==> config.mk <==
export PLATFORM = sky130hd
export DESIGN_NAME = sdram_bank_row_command_decode
export DESIGN_NICKNAME = d
export VERILOG_FILES = /design/src/inc/cmd_decode_pkg.sv /design/src/inc/cmd_if.sv /design/src/rtl/cmd_decoder.sv /design/src/rtl/sdram_bank_row_command_decode.sv
export SDC_FILE = /design/constraint.sdc
export NUM_CORES = 1
export LEC_CHECK = 0
export BUFFER_PORTS_ARGS = -buffer_cell sky130_fd_sc_hd__buf_2
export CAP_MARGIN = 30
export CELL_PAD_IN_SITES_DETAIL_PLACEMENT = 0
export CELL_PAD_IN_SITES_GLOBAL_PLACEMENT = 1
export CORE_ASPECT_RATIO = 0.5
export CORE_MARGIN = 1.5
export CORE_UTILIZATION = 25
export DETAILED_ROUTE_END_ITERATION = 12
export GPL_TIMING_DRIVEN = 0
export PLACE_DENSITY = 0.51
export SETUP_SLACK_MARGIN = 0.02
export SLEW_MARGIN = 40
export SYNTH_ARGS = -nofsm -noshare
export SYNTH_HDL_FRONTEND = slang
export SYNTH_SLANG_ARGS = --single-unit
==> constraint.sdc <==
create_clock -name clock -period 2.45 [get_ports clock]
set_input_delay 0.1225 -clock clock [delete_from_list [all_inputs] [get_ports clock]]
set_output_delay 0.1225 -clock clock [all_outputs]
set_load 0.05 [all_outputs]
==> src/inc/cmd_decode_pkg.sv <==
package cmd_decode_pkg;
    // Address and bank widths of the command front end.
    localparam int ADDR_W = 13;
    localparam int BANK_W = 2;
    localparam int NUM_BANKS = 4;
    localparam int COL_W = 9;
    localparam int MODE_W = 13;
    // Bit position of the auto precharge / all-banks address input.
    localparam int AP_BIT = 10;
    // Reset values of stored state.
    localparam logic [ADDR_W-1:0] ROW_RESET = 13'h0000;
    localparam logic [MODE_W-1:0] MODE_RESET = 13'h0000;
    localparam logic [COL_W-1:0] COL_RESET = 9'h000;

    // Decoded command kinds.
    typedef enum logic [3:0] {
        CMD_NONE,
        CMD_OPEN_ROW,
        CMD_PRE_ONE,
        CMD_PRE_ALL,
        CMD_READ,
        CMD_WRITE,
        CMD_MODE_LOAD,
        CMD_REFRESH,
        CMD_BURST_STOP
    } cmd_e;
endpackage : cmd_decode_pkg

==> src/inc/cmd_if.sv <==
`timescale 1ns/1ps
// Carries one decoded command from the decoder to the bank tracker.
interface cmd_if;
    import cmd_decode_pkg::*;
    logic valid;
    cmd_e cmd;
    logic [BANK_W-1:0] bank;
    logic [ADDR_W-1:0] addr;

    // The decoder drives the command.
    modport src (output valid, output cmd, output bank, output addr);
    // The bank tracker consumes it.
    modport dst (input valid, input cmd, input bank, input addr);
endinterface : cmd_if

==> src/rtl/cmd_decoder.sv <==
`timescale 1ns/1ps
// Turns the sampled strobes into one command per clock.
module cmd_decoder
    import cmd_decode_pkg::*;
(
    // Sampled pins.
    input wire logic sel_n,
    input wire logic row_n,
    input wire logic col_n,
    input wire logic wr_n,
    input wire logic [BANK_W-1:0] bank_in,
    input wire logic [ADDR_W-1:0] addr_in,
    // Decoded command.
    cmd_if.src cmd_o
);
    // The decode is pure logic; the top registers its effects.
    always_comb
    begin
        cmd_o.bank = bank_in;
        cmd_o.addr = addr_in;
        cmd_o.cmd = CMD_NONE;
        // deselect masks all
        if (!sel_n)
        begin
            // four line code
            case ({row_n, col_n, wr_n})
                // open row code
                3'h3: cmd_o.cmd = CMD_OPEN_ROW;
                // precharge code, R4 all banks
                3'h2: cmd_o.cmd = addr_in[AP_BIT] ? CMD_PRE_ALL
                                                  : CMD_PRE_ONE;
                // column write
                3'h4: cmd_o.cmd = CMD_WRITE;
                // column read
                3'h5: cmd_o.cmd = CMD_READ;
                // mode load code
                3'h0: cmd_o.cmd = CMD_MODE_LOAD;
                3'h1: cmd_o.cmd = CMD_REFRESH;
                3'h6: cmd_o.cmd = CMD_BURST_STOP;
                default: cmd_o.cmd = CMD_NONE;
            endcase
        end
        cmd_o.valid = (cmd_o.cmd != CMD_NONE);
    end
endmodule : cmd_decoder

==> src/rtl/sdram_bank_row_command_decode.sv <==
`timescale 1ns/1ps
// How it works
// Two bank inputs pick bank A to D.
// Open row latches all thirteen address bits.
// Read/write takes column 0-8, bit 10 autoprecharge.
// Precharge with bit 10 high closes all.
// Precharge bit 10 low closes one bank.
// Mode load stores address as opcode.
// Select high masks every command.
// Controller steers ranks with select line.
// Strobes latched each rising edge form command.
// Code L L H H is open row.
// Code L L H L is precharge.
// Open row makes the bank active.
// Row high, column low: write or read.
module sdram_bank_row_command_decode
    import cmd_decode_pkg::*;
(
    // Clock and reset.
    input wire logic clock,
    input wire logic nrst,
    // Command pins from the memory controller.
    input wire logic dev_select_n,
    input wire logic row_strobe_n,
    input wire logic col_strobe_n,
    input wire logic write_strobe_n,
    input wire logic bank_select_lo,
    input wire logic bank_select_hi,
    input wire logic [ADDR_W-1:0] addr_inputs,
    // Bank state.
    output logic [NUM_BANKS-1:0] bank_active,
    output logic [NUM_BANKS*ADDR_W-1:0] bank_rows,
    // Last column access.
    output logic access_pulse,
    output logic access_write,
    output logic access_auto_pre,
    output logic [BANK_W-1:0] access_bank,
    output logic [COL_W-1:0] access_col,
    // Mode configuration.
    output logic [MODE_W-1:0] mode_opcode,
    output logic mode_pulse,
    // Other decoded events, one-cycle pulses.
    output logic refresh_pulse,
    output logic burst_stop_pulse
);
    // All state of the block in one record.
    typedef struct packed {
        // Two-stage pin pipe; the decode reads only the second stage.
        logic [3:0] ctl_m;
        logic [3:0] ctl;
        logic [BANK_W-1:0] bank_m;
        logic [BANK_W-1:0] bank_s;
        logic [ADDR_W-1:0] addr_m;
        logic [ADDR_W-1:0] addr_s;
        // Open flag and open row of each bank.
        logic [NUM_BANKS-1:0] active;
        logic [NUM_BANKS-1:0][ADDR_W-1:0] rows;
        // Last column access; the fields other than the acc pulse hold until the next access.
        logic acc;
        logic acc_wr;
        logic acc_ap;
        logic [BANK_W-1:0] acc_bank;
        logic [COL_W-1:0] acc_col;
        // Mode opcode and the one-cycle event pulses.
        logic [MODE_W-1:0] mode;
        logic mode_p;
        logic ref_p;
        logic stop_p;
    } state_s;

    // Registered state and its next value.
    state_s st_r;
    state_s st_nxt;
    // Bank named by the decoded command.
    logic [BANK_W-1:0] bank_pick;

    // Decoded command, one per clock, from the decoder.
    cmd_if dec ();

    // The decode packs the bank into two select bits and reads the
    // auto precharge bit above the column field; other sizes would
    // silently alias banks or columns, so they are refused here.
    if (NUM_BANKS != (1 << BANK_W) || AP_BIT >= ADDR_W
        || COL_W > AP_BIT || MODE_W != ADDR_W)
    begin : g_bad_sizes
        $error("command decode sizes do not fit the address bus");
    end

    // Command decode of the second pin stage only; the first stage
    // only feeds the second, so a late pin cannot reach the decode.
    cmd_decoder u_dec (
        .sel_n(st_r.ctl[3]),
        .row_n(st_r.ctl[2]),
        .col_n(st_r.ctl[1]),
        .wr_n(st_r.ctl[0]),
        .bank_in(st_r.bank_s),
        .addr_in(st_r.addr_s),
        .cmd_o(dec.src)
    );

    assign bank_pick = dec.bank;

    // Next state from the decoded command. Commands act two edges after
    // the pins are sampled, so the effect shows after the third edge.
    always_comb
    begin
        st_nxt = st_r;
        // Two-stage pin pipe: a pin that moves near the edge can only
        // disturb the first stage, and the decode reads the second one.
        // latch on edge
        st_nxt.ctl_m = {dev_select_n, row_strobe_n, col_strobe_n,
                        write_strobe_n};
        st_nxt.ctl = st_r.ctl_m;
        // high input is msb
        st_nxt.bank_m = {bank_select_hi, bank_select_lo};
        st_nxt.bank_s = st_r.bank_m;
        st_nxt.addr_m = addr_inputs;
        st_nxt.addr_s = st_r.addr_m;
        // Pulses last one cycle only, so a command held on the pins for
        // several cycles gives one pulse for every cycle it is sampled.
        st_nxt.acc = 1'b0;
        st_nxt.mode_p = 1'b0;
        st_nxt.ref_p = 1'b0;
        st_nxt.stop_p = 1'b0;
        if (dec.valid)
        begin
            case (dec.cmd)
                CMD_OPEN_ROW:
                begin
                    // Reopening an open bank just reloads its row; the
                    // controller is trusted to precharge it first.
                    // bank goes active, R2 full row latched
                    st_nxt.active[bank_pick] = 1'b1;
                    st_nxt.rows[bank_pick] = dec.addr;
                end
                CMD_PRE_ALL:
                    // The bank select lines play no part here.
                    // all banks close
                    st_nxt.active = '0;
                CMD_PRE_ONE:
                    // Other banks keep their state and their rows.
                    // one bank closes
                    st_nxt.active[bank_pick] = 1'b0;
                CMD_READ, CMD_WRITE:
                begin
                    // An access to an idle bank is not refused; it is
                    // still reported so that the data path can flag it.
                    // column and autoprecharge
                    st_nxt.acc = 1'b1;
                    st_nxt.acc_wr = (dec.cmd == CMD_WRITE);
                    st_nxt.acc_ap = dec.addr[AP_BIT];
                    st_nxt.acc_bank = bank_pick;
                    st_nxt.acc_col = dec.addr[COL_W-1:0];
                    // No burst engine here, so auto precharge closes the
                    // bank at once rather than after the last beat.
                    if (dec.addr[AP_BIT])
                        st_nxt.active[bank_pick] = 1'b0;
                end
                CMD_MODE_LOAD:
                begin
                    // The opcode is kept whole; its fields are read
                    // by the blocks that use them.
                    // opcode stored
                    st_nxt.mode = dec.addr;
                    st_nxt.mode_p = 1'b1;
                end
                CMD_REFRESH:
                    // Only reported; the refresh engine lives elsewhere.
                    st_nxt.ref_p = 1'b1;
                CMD_BURST_STOP:
                    // Only reported, for the burst engine to act on.
                    st_nxt.stop_p = 1'b1;
                default:
                    // No operation leaves the state alone.
                    st_nxt = st_nxt;
            endcase
        end
    end

    // State register. The outputs and the pin pipe all live here, so
    // every output comes from a flop and reset clears them together.
    always_ff @(posedge clock or negedge nrst)
    begin
        if (!nrst)
        begin
            // Pins read as deselected so reset releases into a no-op.
            st_r.ctl_m <= 4'hf;
            st_r.ctl <= 4'hf;
            st_r.bank_m <= '0;
            st_r.bank_s <= '0;
            st_r.addr_m <= ROW_RESET;
            st_r.addr_s <= ROW_RESET;
            st_r.active <= 4'h0;
            st_r.rows <= '0;
            st_r.acc <= 1'b0;
            st_r.acc_wr <= 1'b0;
            st_r.acc_ap <= 1'b0;
            st_r.acc_bank <= 2'h0;
            st_r.acc_col <= COL_RESET;
            st_r.mode <= MODE_RESET;
            st_r.mode_p <= 1'b0;
            st_r.ref_p <= 1'b0;
            st_r.stop_p <= 1'b0;
        end
        else
            st_r <= st_nxt;
    end

    // Outputs straight from the state flops.
    // Nothing below adds logic, so no output can glitch.
    assign bank_active = st_r.active;
    assign bank_rows = st_r.rows;
    assign access_pulse = st_r.acc;
    assign access_write = st_r.acc_wr;
    assign access_auto_pre = st_r.acc_ap;
    assign access_bank = st_r.acc_bank;
    assign access_col = st_r.acc_col;
    assign mode_opcode = st_r.mode;
    assign mode_pulse = st_r.mode_p;
    assign refresh_pulse = st_r.ref_p;
    assign burst_stop_pulse = st_r.stop_p;
endmodule : sdram_bank_row_command_decode

* Yosys cells after proc, flatten, opt, wreduce, memory -nomap -nowiden *
Cells that the tools add are included.

cells by class
  reductions and logical operators = 9
  bitwise logic cells = 3
  muxes and demuxes = 15
  equality and inequality tests = 15
  magnitude comparators = 2

operators by type and width
  cell                                                  number
  bitwise mux 52 bit                                    1
  two-way mux 30 bit                                    1
  two-way mux 14 bit                                    2
  case mux 4 bit (7 select lines)                       1
  demux 13 bit (select 2 bit)                           1
  equality test 4 x 3 -> 1 bit (second input constant)  4
  case mux 4 bit (4 select lines)                       1
  two-way mux 13 bit                                    1
  equality test 3 bit (second input constant)           3
  equality test 4 x 2 -> 1 bit (second input constant)  2
  two-way mux 4 bit                                     2
  nonzero test 4 bit                                    2
  equality test 3 x 2 -> 1 bit (second input constant)  2
  AND reduction 2 bit                                   3
  AND 4 bit                                             1
  equality test 4 x 1 -> 1 bit (second input constant)  1
  equality test 4 bit (second input constant)           1
  two-way mux 1 bit                                     4
  inverter 4 bit                                        1
  OR 4 bit                                              1
  equality test 3 x 1 -> 1 bit (second input constant)  1
  zero test 3 bit                                       1
  < comparator 2 x 3 -> 1 bit (second input constant)   1
  AND reduction 3 bit                                   1
  5 further kinds                                       5

storage, ports and cells
  word-level logic and storage cells = 64
  register bits = 124
  output and inout port bits = 86

* Logic depth before layout (Yosys ltp) *
Gate-level depths: netlist of run 1.

  word-level depth = 8
  mapped depth = 5
  gate-level depth less buffers = 3

* Hierarchy *
Synthesis of run 1 repeated with hierarchy kept, for this count alone.

second synthesis, totals
  cells, all modules = 347
  area total of the unflattened synthesis = 5136.2 um^2

modules (own cells, without submodules)
  module                         area each (um^2)  times used  cells an instance
  sdram_bank_row_command_decode  4977.3            1           324
  cmd_decoder                    158.9             1           23

* Worst setup path after synthesis of run 1 *
OpenSTA, ideal clock, no wires.

  path type = register to register
  from = register st_r[117] (netlist name)
  to = register st_r (netlist bit bank_rows[29])
  library setup time = 125 ps
  path buffers = 2
  data required time = 2325 ps
  cell stages (with the launch flop) = 6
  path slack = 757 ps
  clock period less this slack = 1693 ps
  arrival time = 1568 ps
  path through = dfstp_2 -> buf_2 -> and4bb_4 -> nand3b_4 -> buf_6 -> mux2_4

on the way
  longest elaborated chain between the ends = 5

RTL lines
  element                                                                    line                                                     source
  start, declared                                                            sdram_bank_row_command_decode.sv:72                      state_s st_r;
  start signal, assigned                                                     sdram_bank_row_command_decode.sv:206                     st_r <= st_nxt;
  equality test 3 bit (tied with other cells)                                cmd_decoder.sv:26                                        case ({row_n, col_n, wr_n})
  case mux 4 bit (7 select lines) (*)                                        cmd_decoder.sv:26
  two-way mux 4 bit (*)                                                      cmd_decoder.sv:23                                        if (!sel_n)
  equality test 4 x 1 -> 1 bit / nonzero test 4 bit (equally long branches)  sdram_bank_row_command_decode.sv:127, cmd_decoder.sv:43
  AND reduction 2 bit (no source line) (*)                                   --

Mark *: on every way between the ends. The rest lies on a longest branch, timed or not.
A chain may end at the register's enable or synchronous reset.

* Final worst setup path of run 1 *
  from = register st_r[118] (netlist name)
  to = register st_r (netlist bit access_col[5])

on the way
  longest elaborated chain between the ends = 6

RTL lines
  element                                      line                                  source
  equality test 3 bit (tied with other cells)  cmd_decoder.sv:26
  case mux 4 bit (7 select lines) (*)          cmd_decoder.sv:26
  two-way mux 4 bit (*)                        cmd_decoder.sv:23
  equality test 4 x 3 -> 1 bit                 sdram_bank_row_command_decode.sv:127  case (dec.cmd)
  OR reduction 2 bit                           sdram_bank_row_command_decode.sv:127
  AND reduction 2 bit (no source line) (*)     --

Marked as above.

==> flow_metrics.tcl, run 1 <==
set metrics [dict create \
    fin_crit_sh_pct 81.7 \
    die_x_um 191 \
    critical_path_class "reg -> reg" \
    syn_to_final_growth_pct 38.9 \
    rsz0062_at_grt "no" \
    clock.fmax_ghz 0.500 \
    synth_area_leaders "dfrtp_1 (66%), mux2_2 (13%), mux2_4 (9.2%), dfstp_2 (4.8%), buf_6 (1.0%)" \
    clkTransAtPathRegs_ps 60 \
    fin_ws_ps 450 \
    postSynthCellCount 241 \
    skew_ps 7.31 \
    synth_area_per_cell_um2 18.3 \
    cp-end-kind "flip-flop" \
    gr-usage-met3_pct 4.06 \
    ys_seq_area_share_pct 70.5 \
    yosysTopAreaCellShare_pct 65.7 \
    wl_per_cell_um 15.7 \
    htreeDepth 4 \
    ant_nets 0 \
    die_h_um 97.0 \
    cts_made_buffers 17 \
    setup_viol 0 \
    io_pins 107 \
    gp_congestion 0.650 \
    grt_pass1_vias 2542 \
    synth_area_um2 4420 \
    final-hold-violation-count 0 \
    hold_path_class "in -> async" \
    cts_buffer_depth 2 \
    num_rows 34 \
    dieArea_um2 18500 \
    first_iter_violations 105 \
    drive_gt1_share_pct 59.5 \
    yosysTopAreaCell "dfrtp_1" \
    use_met2_pct 16.8 \
    core_um2 17300 \
    clockRootBuffer "clkbuf_16" \
    fill_cells 1681 \
    post-route-util_pct 35.4 \
    dp_cells 582 \
    relSlewSlack_pct 57.0 \
    status "finished, final reports clean" \
    ir_drop_mv 0.504 \
    antenna-diode-count 0 \
    layout_commonest_cell "dfrtp_1" \
    worst_slew_pin_slew_ps 642 \
    path_max_fanout 10 \
    track_usage_pct 11.9 \
    dp_hpwl_mm 6.55 \
    hold_ws_ps 273 \
    r2r-start "st_r[118]" \
    fin_crit_ps 2000 \
    p_leak_nw 3.04 \
    p_per_area_nw_per_um2 1160 \
    num_vias 2476 \
    route.detailed.drc 0 \
    cts_tree "done" \
    firstDrtPassIters 4 \
    ys_warn_count 0 \
    post_drt_via_cell_ratio 3.91 \
    fin_cells 634 \
    antenna_found_initial 0 \
    drt-total-wl_mm 9.98 \
    maxSlewViolCount 0 \
    grt_first_pass_wirelength_mm 15.7 \
    worstSkewPairLatency_ps 410 \
    nets 408 \
    arrival_ps 2290 \
    crit_start "st_r[118]" \
    grtUsageMet1_pct 16.5 \
    post_cts_resize_count 0 \
    yosys_register_bits 124 \
    start_util_pct 25.5 \
    cts_sinks 124 \
    drv_cap 0 \
    grt_max_degree 67 \
    worstPathRequired_ps 2740 \
    syn-num-nets 262 \
    critPathLaunchType "flip-flop" \
    tns_ps 0 \
    io_buffers 106 \
    grt_overflow 0 \
    layout_common_cells "dfrtp_1 (116), buf_2 (108), mux2_2 (50)" \
    synth_cell_types 25 \
    pre_cts_ws_ps 411 \
    grt_busiest_layer "met2" \
]
-- sequential cells by signal, indices dropped and copies added (netlist names) --
| name | count |
|---|---|
| bank_rows | 52 |
| bank_active | 4 |
| mode_pulse | 1 |
| mode_opcode | 13 |
| access_bank | 2 |
| access_write | 1 |
| refresh_pulse | 1 |
| access_pulse | 1 |
| st_r | 38 |
| burst_stop_pulse | 1 |
| access_auto_pre | 1 |
| access_col | 9 |
-- layer usage --
metal	vias up	wire length [um]
met4	0	119
met5	-	0
met1	1265	4890
met3	9	354
li1	1156	-
met2	46	4610
-- metrics by stage --
| step | area [um2] | power, W |
|---|---|---|
| floorplan | 4420 | 0.00390 |
| global placement | 5240 | 0.00435 |
| detailed placement | 5280 | 0.00437 |
| CTS | 6130 | 0.00725 |
| global route | 6130 | 0.00746 |
| finish | 6130 | 0.00714 |
-- synth_stat cells (all sizes together) --
cell type / number
o21ai: 2
inv: 8
nand2: 3
mux2: 77
nand3: 2
a21o: 1
dfstp: 8
nor3b: 1
buf: 8
o221ai: 4
nor2: 2
nor4b: 1
mux2i: 1
dfrtp: 116
a31oi: 1
nor2b: 1
nand3b: 1
nor4: 1
and4bb: 2
a32o: 1
-- what timing repair did --
action	4_1_cts	5_1_grt
hold endpoints to repair	76	0
buffers inserted	0	0
hold buffers	20	0
setup endpoints to repair	0	0
-- worst paths after layout --
check,end,slack [ps],cells after the start
worst min-delay path,bank_rows[42],270,2
worst min register to register,st_r[96],340,0
min in group clock,st_r[96],340,0
worst max register to register,access_col[5],450,3
worst max-delay path,access_col[5],450,3
max in group asynchronous,bank_rows[40],1500,3
-- power breakdown --
group / switching [W] / leakage, nW / internal, W
combinational: 0.00129 / 1.22 / 0.000494
clock: 0.000970 / 0.312 / 0.00184
sequential: 0.000175 / 1.51 / 0.00237
total: 0.00244 / 3.04 / 0.00470
-- kinds of logic after synthesis --
group                  Yosys count  synth area share (%)
buffers and inverters           16                  2.21
muxes                           78                  22.2
and+or+nand+nor                 14                  3.60
DFF                            124                  70.5
AOI/OAI and AO/OA                9                  1.56
-- critical path, cell delays in order (launching register included) --
cell and delay [ps]:
dfstp_2 590, nor3b_2 570, buf_4 350, mux2_2 360
-- cell type report --
class                      instances  area, um2  share of cell area [%]
buffer                             8       67.6                    1.10
timing repair buffer             127        768                    12.5
clock buffer                      19        443                    7.22
tap                              234        293                    4.77
sequential                       124       3110                    50.8
clock inverter                    13        213                    3.47
multi-input combinational        101       1210                    19.7
inverter                           8       30.0                   0.490
Power figures use the tool's default switching activity.
==> run 2, diff against run 1 <==
- ABC_AREA: unset -> 1
- PLACE_DENSITY: 0.51 -> 0.53
- clock period: 2.45 -> 2.1 ns (I/O delays scaled with it)
==> flow_metrics.tcl, run 2 <==
set metrics [dict create \
    layout_commonest_cell "dfrtp_1" \
    grt_overflow 0 \
    num_rows 35 \
    syn-num-nets 417 \
    nets 565 \
    critical_path_class "reg -> reg" \
    ant_nets 0 \
    synth_cell_types 27 \
    synth_edf_count 0 \
    post_drt_via_cell_ratio 4.04 \
    cts_tree "done" \
    arrival_ps 2180 \
    skew_ps 8.76 \
    synth.most_common_cell "dfrtp_1" \
    clockRootBuffer "clkbuf_16" \
    worstPathRequired_ps 2390 \
    dp_hpwl_mm 8.44 \
    layout_common_cells "dfrtp_1 (116), buf_2 (105), nand2_1 (75)" \
    final_area_um2 6410 \
    gr-usage-met3_pct 4.07 \
    synth_area_leaders "dfrtp_1 (62%), nand2_1 (6.0%), a21oi_2 (5.4%), dfstp_2 (4.5%), nor2_2 (3.9%)" \
    die_x_um 197 \
    hold_path_class "in -> async" \
    relSlewSlack_pct 60.6 \
    track_usage_pct 13.8 \
    ys_warn_count 0 \
    grt_max_degree 71 \
    gp_congestion 0.668 \
    syn_to_final_growth_pct 36.6 \
    dieArea_um2 19700 \
    synth_area_um2 4690 \
    yosysTopAreaCellShare_pct 61.8 \
    core_um2 18400 \
    worst_slew_pin_slew_ps 591 \
    p_leak_nw 3.10 \
    antenna_found_initial 0 \
    synthFlopType "dfrtp_1" \
    drive_gt1_share_pct 42.2 \
    final-hold-violation-count 0 \
    synthTopCellsByCount "dfrtp_1 (116), nand2_1 (75), a21oi_2 (29), inv_1 (29), nor2_2 (29)" \
    pre_cts_ws_ps -39.5 \
    r2r-start "st_r[117]" \
    regToRegSetupSlack_ps 210 \
    grt_busiest_layer "met2" \
    die_h_um 99.9 \
    p_per_area_nw_per_um2 1400 \
    first_iter_violations 130 \
    grt_pass1_vias 3503 \
    fin_crit_ps 1890 \
    clock.fmax_ghz 0.528 \
    hold_ws_ps 204 \
    cts_buffer_depth 2 \
    r2r-end "mode_opcode[7]" \
    largest_reg_flops 52 \
    ys_async_sr_fraction_pct 100 \
    start_util_pct 25.5 \
    rsz0062_at_grt "no" \
    synth_area_per_cell_um2 11.9 \
    route.detailed.drc 0 \
    ys_seq_area_share_pct 66.3 \
    fin_ws_ps 206 \
    reg2regPathDepth 11 \
    antenna-diode-count 0 \
    place_area_um2 5560 \
    htreeDepth 4 \
    postSynthCellCount 396 \
    drv_cap 0 \
    grtUsageMet1_pct 17.7 \
    grt_first_pass_wirelength_mm 20.0 \
    ir_drop_mv 0.476 \
    drt-total-wl_mm 12.7 \
    use_met2_pct 22.7 \
    io_pins 107 \
    status "finished, final reports clean" \
    cts_made_buffers 17 \
    num_vias 3220 \
    yosys_register_bits 124 \
    io_buffers 106 \
    setup_viol 0 \
    maxSlewViolCount 0 \
    path_max_fanout 10 \
    firstDrtPassIters 4 \
    fin_crit_sh_pct 90.2 \
    critPathLaunchType "flip-flop" \
    wl_per_cell_um 15.9 \
    yosysTopAreaCell "dfrtp_1" \
    cp-end-kind "flip-flop" \
    worstSkewPairLatency_ps 410 \
    cts_sinks 124 \
    clkTransAtPathRegs_ps 60 \
]
## run 2: repair_timing
item                                    CTS  global route
buffers inserted                          2             0
pin swaps                                 1             0
endpoints found under the setup margin    3             1
endpoints found under the hold margin    73             0
gates resized for setup                   0             2
hold buffers                             20             0
## run 2: per-layer routing
metal,wire length [um],part of all wire (%),vias up
met5,0,0,-
met4,105,0.83,0
met3,654,5.2,10
met2,6000,47,55
met1,5900,47,1592
li1,-,-,1563
## run 2: final cells by class
| cell class | count | area [um2] |
|---|---|---|
| Timing Repair Buffer | 129 | 808 |
| Clock buffer | 24 | 492 |
| Tap cell | 240 | 300 |
| Inverter | 36 | 143 |
| Sequential cell | 124 | 3110 |
| Fill cell | 1891 | 12000 |
| Multi-Input combinational cell | 222 | 1270 |
| Clock inverter | 8 | 115 |
| Buffer | 14 | 168 |
## run 2: logic make-up after synthesis
| family | synth area share, % |
|---|---|
| AND/OR/NAND/NOR | 15.6 |
| flip-flops | 66.3 |
| AO/OA/AOI/OAI | 11.5 |
| buffers and inverters | 6.58 |
## run 2: stage by stage
stage	util (%)	setup TNS, ps	cells	power, W
CTS	34.9	0	797	0.00909
finish	34.9	0	797	0.00896
detailed placement	30.2	-53.3	743	0.00598
floorplan	-	0	396	0.00523
global placement	30.0	-101180	742	0.00595
global route	34.9	0	797	0.00940
## run 2: where the power goes
part	total [W]	internal (W)	switching [W]
logic	0.00279	0.000648	0.00214
clock network	0.00302	0.00198	0.00104
registers	0.00315	0.00286	0.000284
## run 2: worst max-delay path by stage
stage | start | to | slack, ps | depth (start not counted)
5_1_grt | st_r[118] | bank_active[3] | 40 | 9
4_1_cts | st_r[118] | access_col[7] | 170 | 6
2_1_floorplan | st_r[117] | mode_opcode[7] | 430 | 10
3_5_place_dp | st_r[117] | mode_opcode[7] | -40 | 10
6_report | st_r[117] | mode_opcode[7] | 210 | 11
3_3_place_gp | nrst | st_r[112] | -880 | 1
## run 2: worst max-delay path: stages, from the launching register on
cell and delay, ps:
dfstp_2 520, buf_6 130, inv_4 50, nand3_2 70, nand2_2 70, nand2_2 130, clkinv_4 90, nor3_4 200
buf_12 160, buf_6 160, nand2_1 70, o21a_1 120
